--- config.mk ---
export PLATFORM = sky130hd
export DESIGN_NAME = banked_cpu_register_file
export DESIGN_NICKNAME = d
export VERILOG_FILES = /design/src/banked_cpu_register_file.v /design/src/fp_store.v /design/src/gpr_store.v
export VERILOG_INCLUDE_DIRS = /design/src
export SDC_FILE = /design/constraint.sdc
export NUM_CORES = 2
export LEC_CHECK = 0
export ABC_AREA = 1
export BUFFER_PORTS_ARGS = -buffer_cell sky130_fd_sc_hd__buf_2
export CAP_MARGIN = 20
export CORE_ASPECT_RATIO = 0.8
export CORE_MARGIN = 1
export CORE_UTILIZATION = 35
export CTS_CLUSTER_SIZE = 8
export DETAILED_ROUTE_END_ITERATION = 8
export GPL_ROUTABILITY_DRIVEN = 0
export PLACE_DENSITY = 0.5
export RECOVER_POWER = 25
export SYNTH_ARGS = -nofsm -noshare
export SYNTH_HDL_FRONTEND = slang
export SYNTH_SLANG_ARGS = --single-unit
--- constraint.sdc ---
create_clock -name mclk_i -period 7.1 [get_ports mclk_i]
set_input_delay 2.13 -clock mclk_i [delete_from_list [all_inputs] [get_ports mclk_i]]
set_output_delay 2.13 -clock mclk_i [all_outputs]
set_load 0.02 [all_outputs]
--- src/cpu_regs_map.vh ---
`ifndef CPU_REGS_MAP_VH
`define CPU_REGS_MAP_VH

// ----------------------------------------
// Control and system register selects
// ----------------------------------------
`define SEL_STATUS_WORD      4'h0
`define SEL_GLOBAL_BASE      4'h1
`define SEL_SAVED_STATUS     4'h2
`define SEL_SAVED_PC         4'h3
`define SEL_VECTOR_BASE      4'h4
`define SEL_SAVED_R15        4'h5
`define SEL_DEBUG_BASE       4'h6
`define SEL_MAC_HIGH         4'h7
`define SEL_MAC_LOW          4'h8
`define SEL_SUBROUTINE_LINK  4'h9
`define SEL_PC               4'hA
`define SEL_FP_CPU_TRANSFER  4'hB
`define SEL_FP_STATUS_CTRL   4'hC

// ----------------------------------------
// Status word fields
// ----------------------------------------
`define SW_PRIVILEGE_BIT     30
`define SW_BANK_SELECT_BIT   29
`define SW_EVENT_HOLD_FLAG   28
`define SW_FPU_OFF_BIT       15
`define SW_IRQ_MASK_HI       7
`define SW_IRQ_MASK_LO       4
`define SW_USER_MASK         32'h00000303
`define SW_PRIV_MASK         32'h700083F3

// ----------------------------------------
// Reset values
// ----------------------------------------
`define RST_STATUS_WORD      32'h700000F0
`define RST_VECTOR_BASE      32'h00000000
`define RST_PC               32'hA0000000
`define RST_FP_STATUS_CTRL   32'h00040001

// ----------------------------------------
// Floating-point read views
// ----------------------------------------
`define FP_VIEW_SINGLE       2'h0
`define FP_VIEW_PAIR         2'h1
`define FP_VIEW_QUAD         2'h2

`endif

--- src/banked_cpu_register_file.v ---
`timescale 1ns/100ps
`include "cpu_regs_map.vh"

module banked_cpu_register_file #(
  parameter WIDTH = 32
) (
  // Clock and resets
  input  wire               mclk_i,
  input  wire               arst_n_i,
  input  wire               manual_rst_i,
  // General register port
  input  wire [3:0]         gpr_rd_idx_i,
  output wire [WIDTH-1:0]   gpr_rd_data_o,
  input  wire               gpr_wr_en_i,
  input  wire [3:0]         gpr_wr_idx_i,
  input  wire [WIDTH-1:0]   gpr_wr_data_i,
  // Other low bank, reached by control load/store
  input  wire               alt_rd_en_i,
  input  wire [2:0]         alt_rd_idx_i,
  output wire [WIDTH-1:0]   alt_rd_data_o,
  input  wire               alt_wr_en_i,
  input  wire [2:0]         alt_wr_idx_i,
  input  wire [WIDTH-1:0]   alt_wr_data_i,
  // Control and system register port
  input  wire [3:0]         ctl_sel_i,
  input  wire               ctl_rd_en_i,
  input  wire               ctl_wr_en_i,
  input  wire [WIDTH-1:0]   ctl_wr_data_i,
  output reg  [WIDTH-1:0]   ctl_rd_data_o,
  output reg                access_fault_o,
  // Program counter advance
  input  wire               pc_load_i,
  input  wire [WIDTH-1:0]   pc_next_i,
  // Floating-point port
  input  wire               fp_bank_sel_i,
  input  wire               fp_rd_ext_i,
  input  wire [3:0]         fp_rd_idx_i,
  input  wire [1:0]         fp_rd_view_i,
  output reg  [4*WIDTH-1:0] fp_rd_data_o,
  input  wire               fp_wr_en_i,
  input  wire               fp_wr_pair_i,
  input  wire               fp_wr_ext_i,
  input  wire [3:0]         fp_wr_idx_i,
  input  wire [2*WIDTH-1:0] fp_wr_data_i,
  // Status outputs
  output wire               privilege_bit_o,
  output wire               bank_select_bit_o,
  output wire               event_hold_flag_o,
  output wire               fpu_off_bit_o,
  output wire [3:0]         irq_level_mask_o,
  output wire [WIDTH-1:0]   pc_o,
  output wire [WIDTH-1:0]   fp_status_ctrl_o
);

  // ----------------------------------------
  // Reset-valued registers
  // ----------------------------------------
  reg  [WIDTH-1:0] status_word;
  reg  [WIDTH-1:0] vector_base;
  reg  [WIDTH-1:0] pc;
  reg  [WIDTH-1:0] fp_status_ctrl;

  // ----------------------------------------
  // Registers with no reset value
  // ----------------------------------------
  reg  [WIDTH-1:0] global_base;
  reg  [WIDTH-1:0] saved_status;
  reg  [WIDTH-1:0] saved_pc;
  reg  [WIDTH-1:0] saved_r15;
  reg  [WIDTH-1:0] debug_base;
  reg  [WIDTH-1:0] mac_high;
  reg  [WIDTH-1:0] mac_low;
  reg  [WIDTH-1:0] subroutine_link;
  reg  [WIDTH-1:0] fp_cpu_transfer;

  wire             priv_mode;
  wire             live_bank;
  wire             ctl_access;
  reg              sel_priv_only;
  reg              sel_mapped;
  wire             ctl_allowed;
  wire             ctl_wr_ok;
  wire             alt_ok;
  reg  [WIDTH-1:0] next_ctl_rd_data;
  reg  [WIDTH-1:0] next_status_word;

  // ----------------------------------------
  // Mode and bank decode
  // ----------------------------------------
  assign priv_mode = status_word[`SW_PRIVILEGE_BIT];
  // User mode always sees bank zero as the live low bank
  assign live_bank = priv_mode & status_word[`SW_BANK_SELECT_BIT];

  assign privilege_bit_o   = status_word[`SW_PRIVILEGE_BIT];
  assign bank_select_bit_o = status_word[`SW_BANK_SELECT_BIT];
  assign event_hold_flag_o = status_word[`SW_EVENT_HOLD_FLAG];
  assign fpu_off_bit_o     = status_word[`SW_FPU_OFF_BIT];
  assign irq_level_mask_o  = status_word[`SW_IRQ_MASK_HI:`SW_IRQ_MASK_LO];
  assign pc_o              = pc;
  assign fp_status_ctrl_o  = fp_status_ctrl;

  // ----------------------------------------
  // General registers
  // ----------------------------------------
  wire [4:0] gpr_rd_phys;
  wire [4:0] gpr_wr_phys;
  wire [4:0] alt_rd_phys;
  wire [4:0] alt_wr_phys;
  wire       store_wr_en;
  wire [4:0] store_wr_addr;
  wire [WIDTH-1:0] store_wr_data;

  // Low indices pick a bank of eight; high ones land on entries 16-23
  assign gpr_rd_phys = gpr_rd_idx_i[3] ? {2'b10, gpr_rd_idx_i[2:0]}
                                       : {1'b0, live_bank, gpr_rd_idx_i[2:0]};
  assign gpr_wr_phys = gpr_wr_idx_i[3] ? {2'b10, gpr_wr_idx_i[2:0]}
                                       : {1'b0, live_bank, gpr_wr_idx_i[2:0]};
  assign alt_rd_phys = {1'b0, priv_mode & ~live_bank, alt_rd_idx_i};
  assign alt_wr_phys = {1'b0, ~live_bank, alt_wr_idx_i};
  // Alternate bank exists only in privileged mode; user mode cannot reach bank one
  assign alt_ok = priv_mode;

  // Single write port: a normal write wins over an alternate-bank write
  assign store_wr_en   = gpr_wr_en_i | (alt_wr_en_i & alt_ok);
  assign store_wr_addr = gpr_wr_en_i ? gpr_wr_phys : alt_wr_phys;
  assign store_wr_data = gpr_wr_en_i ? gpr_wr_data_i : alt_wr_data_i;

  gpr_store #(
    .WIDTH (WIDTH),
    .DEPTH (24),
    .AW    (5)
  ) u_gpr_store (
    .mclk_i      (mclk_i),
    .wr_en_i     (store_wr_en),
    .wr_addr_i   (store_wr_addr),
    .wr_data_i   (store_wr_data),
    .rd_a_addr_i (gpr_rd_phys),
    .rd_a_data_o (gpr_rd_data_o),
    .rd_b_addr_i (alt_rd_phys),
    .rd_b_data_o (alt_rd_data_o)
  );

  // ----------------------------------------
  // Control and system register access
  // ----------------------------------------
  assign ctl_access = ctl_rd_en_i | ctl_wr_en_i;

  always @* begin
    sel_priv_only = 1'b0;
    sel_mapped    = 1'b1;
    case (ctl_sel_i)
      `SEL_STATUS_WORD,
      `SEL_GLOBAL_BASE:     sel_priv_only = 1'b0;
      `SEL_SAVED_STATUS,
      `SEL_SAVED_PC,
      `SEL_VECTOR_BASE,
      `SEL_SAVED_R15,
      `SEL_DEBUG_BASE:      sel_priv_only = 1'b1;
      `SEL_MAC_HIGH,
      `SEL_MAC_LOW,
      `SEL_SUBROUTINE_LINK,
      `SEL_PC,
      `SEL_FP_CPU_TRANSFER,
      `SEL_FP_STATUS_CTRL:  sel_priv_only = 1'b0;
      default:              sel_mapped    = 1'b0;
    endcase
  end

  assign ctl_allowed = sel_mapped & (priv_mode | ~sel_priv_only);
  assign ctl_wr_ok   = ctl_wr_en_i & ctl_allowed;

  // User writes keep the privileged-only fields as they were
  always @* begin
    if (priv_mode) begin
      next_status_word = ctl_wr_data_i & `SW_PRIV_MASK;
    end else begin
      next_status_word = (status_word & ~`SW_USER_MASK)
                       | (ctl_wr_data_i & `SW_USER_MASK);
    end
  end

  always @* begin
    next_ctl_rd_data = {WIDTH{1'b0}};
    if (ctl_rd_en_i && ctl_allowed) begin
      case (ctl_sel_i)
        // Privileged-only fields read as zero from user mode
        `SEL_STATUS_WORD:     next_ctl_rd_data = priv_mode ? status_word
                                               : (status_word & `SW_USER_MASK);
        `SEL_GLOBAL_BASE:     next_ctl_rd_data = global_base;
        `SEL_SAVED_STATUS:    next_ctl_rd_data = saved_status;
        `SEL_SAVED_PC:        next_ctl_rd_data = saved_pc;
        `SEL_VECTOR_BASE:     next_ctl_rd_data = vector_base;
        `SEL_SAVED_R15:       next_ctl_rd_data = saved_r15;
        `SEL_DEBUG_BASE:      next_ctl_rd_data = debug_base;
        `SEL_MAC_HIGH:        next_ctl_rd_data = mac_high;
        `SEL_MAC_LOW:         next_ctl_rd_data = mac_low;
        `SEL_SUBROUTINE_LINK: next_ctl_rd_data = subroutine_link;
        `SEL_PC:              next_ctl_rd_data = pc;
        `SEL_FP_CPU_TRANSFER: next_ctl_rd_data = fp_cpu_transfer;
        `SEL_FP_STATUS_CTRL:  next_ctl_rd_data = fp_status_ctrl;
        default:              next_ctl_rd_data = {WIDTH{1'b0}};
      endcase
    end
  end

  // ----------------------------------------
  // Reset-valued state, power-on and manual
  // ----------------------------------------
  always @(posedge mclk_i or negedge arst_n_i) begin
    if (!arst_n_i) begin
      status_word    <= `RST_STATUS_WORD;
      vector_base    <= `RST_VECTOR_BASE;
      pc             <= `RST_PC;
      fp_status_ctrl <= `RST_FP_STATUS_CTRL;
      ctl_rd_data_o  <= {WIDTH{1'b0}};
      access_fault_o <= 1'b0;
    end else if (manual_rst_i) begin
      status_word    <= `RST_STATUS_WORD;
      vector_base    <= `RST_VECTOR_BASE;
      pc             <= `RST_PC;
      fp_status_ctrl <= `RST_FP_STATUS_CTRL;
      ctl_rd_data_o  <= {WIDTH{1'b0}};
      access_fault_o <= 1'b0;
    end else begin
      ctl_rd_data_o  <= next_ctl_rd_data;
      // Refused control access or alternate bank touched from user mode
      access_fault_o <= (ctl_access & ~ctl_allowed)
                      | ((alt_rd_en_i | alt_wr_en_i) & ~alt_ok);
      if (ctl_wr_ok && ctl_sel_i == `SEL_STATUS_WORD) begin
        status_word <= next_status_word;
      end
      if (ctl_wr_ok && ctl_sel_i == `SEL_VECTOR_BASE) begin
        vector_base <= ctl_wr_data_i;
      end
      // Software write to pc beats the sequential advance
      if (ctl_wr_ok && ctl_sel_i == `SEL_PC) begin
        pc <= ctl_wr_data_i;
      end else if (pc_load_i) begin
        pc <= pc_next_i;
      end
      if (ctl_wr_ok && ctl_sel_i == `SEL_FP_STATUS_CTRL) begin
        fp_status_ctrl <= ctl_wr_data_i;
      end
    end
  end

  // Left unreset: contents are undefined after reset anyway
  always @(posedge mclk_i) begin
    if (ctl_wr_ok) begin
      case (ctl_sel_i)
        `SEL_GLOBAL_BASE:     global_base     <= ctl_wr_data_i;
        `SEL_SAVED_STATUS:    saved_status    <= ctl_wr_data_i;
        `SEL_SAVED_PC:        saved_pc        <= ctl_wr_data_i;
        `SEL_SAVED_R15:       saved_r15       <= ctl_wr_data_i;
        `SEL_DEBUG_BASE:      debug_base      <= ctl_wr_data_i;
        `SEL_MAC_HIGH:        mac_high        <= ctl_wr_data_i;
        `SEL_MAC_LOW:         mac_low         <= ctl_wr_data_i;
        `SEL_SUBROUTINE_LINK: subroutine_link <= ctl_wr_data_i;
        `SEL_FP_CPU_TRANSFER: fp_cpu_transfer <= ctl_wr_data_i;
        default:              ;
      endcase
    end
  end

  // ----------------------------------------
  // Floating-point registers
  // ----------------------------------------
  wire [4:0]       fp_rd_phys;
  wire [4:0]       fp_wr_phys;
  wire [4*WIDTH-1:0] fp_row;
  reg  [1:0]       fp_view_q;
  reg  [1:0]       fp_lane_q;

  // Bank select swaps which physical half is primary and which extended
  assign fp_rd_phys = {fp_rd_ext_i ^ fp_bank_sel_i, fp_rd_idx_i};
  assign fp_wr_phys = {fp_wr_ext_i ^ fp_bank_sel_i, fp_wr_idx_i};

  fp_store #(
    .WIDTH (WIDTH)
  ) u_fp_store (
    .mclk_i        (mclk_i),
    .wr_en_i       (fp_wr_en_i),
    .wr_pair_i     (fp_wr_pair_i),
    .wr_addr_i     (fp_wr_phys),
    .wr_data_i     (fp_wr_data_i),
    .rd_row_i      (fp_rd_phys[4:2]),
    .rd_row_data_o (fp_row)
  );

  always @(posedge mclk_i or negedge arst_n_i) begin
    if (!arst_n_i) begin
      fp_view_q <= `FP_VIEW_SINGLE;
      fp_lane_q <= 2'h0;
    end else begin
      fp_view_q <= fp_rd_view_i;
      fp_lane_q <= fp_rd_idx_i[1:0];
    end
  end

  // Views are left-aligned: first register of the group in the top word
  always @* begin
    case (fp_view_q)
      `FP_VIEW_PAIR:
        fp_rd_data_o = {(fp_lane_q[1] ? fp_row[2*WIDTH-1:0]
                                      : fp_row[4*WIDTH-1:2*WIDTH]),
                        {(2*WIDTH){1'b0}}};
      `FP_VIEW_QUAD:
        fp_rd_data_o = fp_row;
      default:
        fp_rd_data_o = {fp_row[(4-fp_lane_q)*WIDTH-1 -: WIDTH],
                        {(3*WIDTH){1'b0}}};
    endcase
  end

endmodule // banked_cpu_register_file

--- src/fp_store.v ---
`timescale 1ns/100ps
`include "cpu_regs_map.vh"

// ----------------------------------------
// 32 single-precision words in four lanes
// ----------------------------------------
module fp_store #(
  parameter WIDTH = 32
) (
  // Clock
  input  wire               mclk_i,
  // Write: one word, or an even-aligned pair
  input  wire               wr_en_i,
  input  wire               wr_pair_i,
  input  wire [4:0]         wr_addr_i,
  input  wire [2*WIDTH-1:0] wr_data_i,
  // Read: a whole row of four lanes
  input  wire [2:0]         rd_row_i,
  output wire [4*WIDTH-1:0] rd_row_data_o
);

  genvar ln;
  generate
    for (ln = 0; ln < 4; ln = ln + 1) begin : g_lane
      reg  [WIDTH-1:0] mem [0:7];
      reg  [WIDTH-1:0] rd_q;
      wire             hit_single;
      wire             hit_pair;
      wire [WIDTH-1:0] wdata;
      assign hit_single = !wr_pair_i && (wr_addr_i[1:0] == ln);
      assign hit_pair   = wr_pair_i && (wr_addr_i[1] == (ln >= 2));
      // Pair: lower-numbered register takes the upper half
      assign wdata = (wr_pair_i && (ln % 2 == 0)) ? wr_data_i[2*WIDTH-1:WIDTH]
                                                  : wr_data_i[WIDTH-1:0];
      always @(posedge mclk_i) begin
        if (wr_en_i && (hit_single || hit_pair)) begin
          mem[wr_addr_i[4:2]] <= wdata;
        end
        rd_q <= mem[rd_row_i];
      end
      assign rd_row_data_o[(4-ln)*WIDTH-1 -: WIDTH] = rd_q;
    end
  endgenerate

endmodule // fp_store

--- src/gpr_store.v ---
`timescale 1ns/100ps

// ----------------------------------------
// 24-word general register array, two read ports
// ----------------------------------------
module gpr_store #(
  parameter WIDTH = 32,
  parameter DEPTH = 24,
  parameter AW    = 5
) (
  // Clock
  input  wire             mclk_i,
  // Write port
  input  wire             wr_en_i,
  input  wire [AW-1:0]    wr_addr_i,
  input  wire [WIDTH-1:0] wr_data_i,
  // Read ports
  input  wire [AW-1:0]    rd_a_addr_i,
  output reg  [WIDTH-1:0] rd_a_data_o,
  input  wire [AW-1:0]    rd_b_addr_i,
  output reg  [WIDTH-1:0] rd_b_data_o
);

  reg [WIDTH-1:0] mem [0:DEPTH-1];

  // Contents are left unreset on purpose
  always @(posedge mclk_i) begin
    if (wr_en_i) begin
      mem[wr_addr_i] <= wr_data_i;
    end
    rd_a_data_o <= mem[rd_a_addr_i];
    rd_b_data_o <= mem[rd_b_addr_i];
  end

endmodule // gpr_store
==> key figures <==
Outcome
  – Status: finished with violations
  – Failing checks: max-capacitance violations, max-slew violations

CTS
  – H-Tree Depth: 5
  – CTS tree: yes
  – # hold bufs at CTS: 0
  – Clock sinks: 2,417
  – PostCTS Resize Cnt: 0
  – CTS Buf Count: 345
  – Worst skew pair latency: 880 ps
  – Clock Tree Root: clkbuf_16
  – Clock transition at path regs: 50 ps
  – Setup bufs post-CTS: 0
  – Max Buffers Root-to-Sink: 4

Detailed routing
  – DRC violations left: 0
  – Routed Antenna Nets: 0
  – Via Count: 71,741
  – Routed WL: 338,000 um
  – Via-to-Cell Ratio: 5.38
  – Drt pass-1 iters: 6
  – Avg WL per Cell: 25.3 um
  – DRT iter0 DRCs: 7,651

Synth
  – Netlist cell types: 47
  – Post-synthesis cell count: 8,845
  – Ys Warns: 0
  – Post-Syn Area: 99,900 sq um
  – Post-Syn Nets: 9,083
  – FFs w/ async S/R, synth: 0.0600
  – Seq/Total Area, Yosys: 0.700
  – EDFF count, synth: 2,080
  – Flop and latch count out of synthesis: 2,417
  – Post-synthesis area per instance: 11.3 sq um
  – Top_reg_cell synth: edfxtp_1

Timing
  – Period minus WS final: 6040 ps
  – Measured slew at the worst slew-check pin: 4130 ps
  – Fmax: 165 MHz
  – Period utilization: 0.851
  – Final setup fails: 0
  – Slew headroom: -1.76
  – Final setup skew: 92.3 ps
  – RSZ-0062 raised after global routing: false
  – Worst hold margin: 481 ps
  – Setup TNS Final: 0 ps
  – Final hold violation count: 0
  – Final worst slack: 1060 ps
  – Slew Limit Fails: 172

Placement
  – Post-DP HPWL: 210,000 um
  – Dpl ws: 1560 ps
  – IO Port Bufs: 530
  – Dpl cell area: 107,000 sq um

Global route
  – Met3 Track Usage GR: 0.0310
  – Overall routing resource usage: 0.228
  – First-pass GRT wire length: 484,000 um
  – GRT Max-Usage Layer: met2
  – Met2 Usage GRT: 0.366
  – Largest net degree at the start of global routing: 221
  – Vias in the first global route: 68,625
  – Met1 GRT Util: 0.316
  – Total gr overflow: 0
  – Initial antenna violation count: 25

Finish
  – Fin util: 0.413
  – Final instance area: 117,000 sq um
  – Share of cells above drive strength 1: 0.120
  – Final nets: 9,528
  – Biggest registers after layout: u_fp_store.g_lane.mem x1024, u_gpr_store.mem x768, u_fp_store.g_lane.rd_q x128
  – Reg with most FFs: u_fp_store.g_lane.mem
  – Area grow syn2layout: 17.4%
  – Fill cells: 26,811
  – Max FFs per register: 1,024

Setup path
  – RR Startpoint: status_word[29]$_DFFE_PN1P_
  – Critical Path Fanout Max: 38
  – WP data required: 4970 ps
  – CP Launch Point: fp_lane_q[0]$_DFF_PN0_
  – Arr. time, crit path: 3910 ps
  – Critical path capture point type: primary output
  – Startpoint Class: flip-flop
  – Worst setup path class: flip-flop to primary output

Floorplanning
  – Chip height: 480 um
  – Ports: 531
  – Width of the die: 599 um
  – Core box area: 284,000 sq um
  – Die footprint: 288,000 sq um
  – Site Rows: 175
  – Initial Utilization: 0.352

Power
  – P per Cell Area: 295 nW/um^2
  – Leak pwr: 0.0428 uW
  – Worst IR Drop VDD: 0.000203 V

Worst hold path
  – Min-delay src: status_word[7]$_DFFE_PN1P_
  – Worst Hold Class: flip-flop to flip-flop

Flow run
  – Max-Cap Viols: 5
## Yosys cell counts (all sizes together) (2+ instances only)
cell type / count / area share
a211oi: 8 / 0.00060
a21oi: 359 / 0.018
a22oi: 94 / 0.0071
a31oi: 8 / 0.00050
buf: 235 / 0.012
clkbuf: 389 / 0.015
clkinv: 2 / 0.000075
dfrtp: 134 / 0.034
dfstp: 11 / 0.0029
dfxtp: 192 / 0.038
edfxtp: 2080 / 0.63
ha: 4 / 0.00050
inv: 623 / 0.023
nand2: 1322 / 0.050
nand3: 525 / 0.026
nand3b: 8 / 0.00060
nand4: 24 / 0.0017
nor2: 1136 / 0.043
nor3: 7 / 0.00040
nor3b: 5 / 0.00038
nor4: 2 / 0.00013
o2111ai: 5 / 0.00044
o211ai: 173 / 0.013
o21ai: 1121 / 0.056
o221ai: 41 / 0.0036
o22ai: 70 / 0.0044
o32ai: 256 / 0.022
or2: 6 / 0.00038
## placed cells by master (no fill, tap or decap), drive strengths merged, types with 11 or more instances in the layout
| cell | Yosys | layout |
|---|---|---|
| nand4 | 24 | 24 |
| o21ai | 1121 | 1121 |
| o22ai | 70 | 70 |
| dfstp | 11 | 11 |
| nor2 | 1136 | 1136 |
| o32ai | 256 | 256 |
| o211ai | 173 | 173 |
| inv | 623 | 631 |
| nand3 | 525 | 525 |
| clkbuf | 389 | 651 |
| buf | 235 | 644 |
| dfxtp | 192 | 192 |
| nand2 | 1322 | 1322 |
| o221ai | 41 | 41 |
| clkinv | 2 | 14 |
| a22oi | 94 | 94 |
| edfxtp | 2080 | 2080 |
| dfrtp | 134 | 134 |
| a21oi | 359 | 359 |
## layer usage
layer,part of all wire,vias to the layer above
met5,0.000080,-
met4,0.039,4
met3,0.066,578
met2,0.46,2993
met1,0.43,35739
li1,-,32427
## power breakdown
group	switching (uW)	total [uW]	internal [uW]
clock network	6090	15200	9150
registers	366	16300	16000
logic	2250	2980	733
## through the flow
| step | std cells | total power, uW |
|---|---|---|
| final | 13347 | 34600 |
| after global routing | 13343 | 35700 |
| after CTS | 13327 | 34800 |
| after detailed placement | 12734 | 19600 |
| after global placement | 12709 | 19600 |
| after floorplan | 8845 | 18000 |
## cell type report
class | count | area, sq um | share of cell area
Multi-Input combinational cell | 5179 | 25500 | 0.218
Antenna cell | 6 | 15.0 | 0.000128
Timing Repair Buffer | 722 | 4790 | 0.0408
Sequential cell | 2417 | 69900 | 0.596
Clock inverter | 20 | 298 | 0.00254
Tap cell | 3805 | 4760 | 0.0406
Inverter | 625 | 2360 | 0.0201
Clock buffer | 573 | 9610 | 0.0819
## final timing paths
kind / end / depth (start not counted) / slack, ps
setup / recovery: fp_rd_data_o[100] / 10 / 1060
hold / removal: status_word[7]$_DFFE_PN1P_ / 2 / 480
setup reg to reg: u_gpr_store.mem[4][16]$_DFFE_PP_ / 8 / 3970
hold reg to reg: status_word[7]$_DFFE_PN1P_ / 2 / 480
max in group asynchronous: pc_o[28]$_DFFE_PN0P_ / 2 / 1420
min in group asynchronous: pc_o[16]$_DFFE_PN0P_ / 1 / 2700
## kinds of logic after synthesis
group,Yosys count,share of synthesized area
AND/OR/NAND/NOR,3036,0.123
flip-flops,2417,0.700
AO/OA/AOI/OAI,2137,0.126
buffers and inverters,1249,0.0500
adder cells (fa/ha/maj),4,0.000501
XOR/XNOR,2,0.000175
## critical path, stage by stage (launching register included)
cell and delay (ps):
dfrtp_2 330, buf_4 430, ha_1 360, inv_1 180
nor2_4 60, nor2_4 870, nand2_1 110, nand2_1 120
nand2_1 50, o21ai_0 260, buf_2 280
Note: power is estimated with default switching activity, not from simulation.
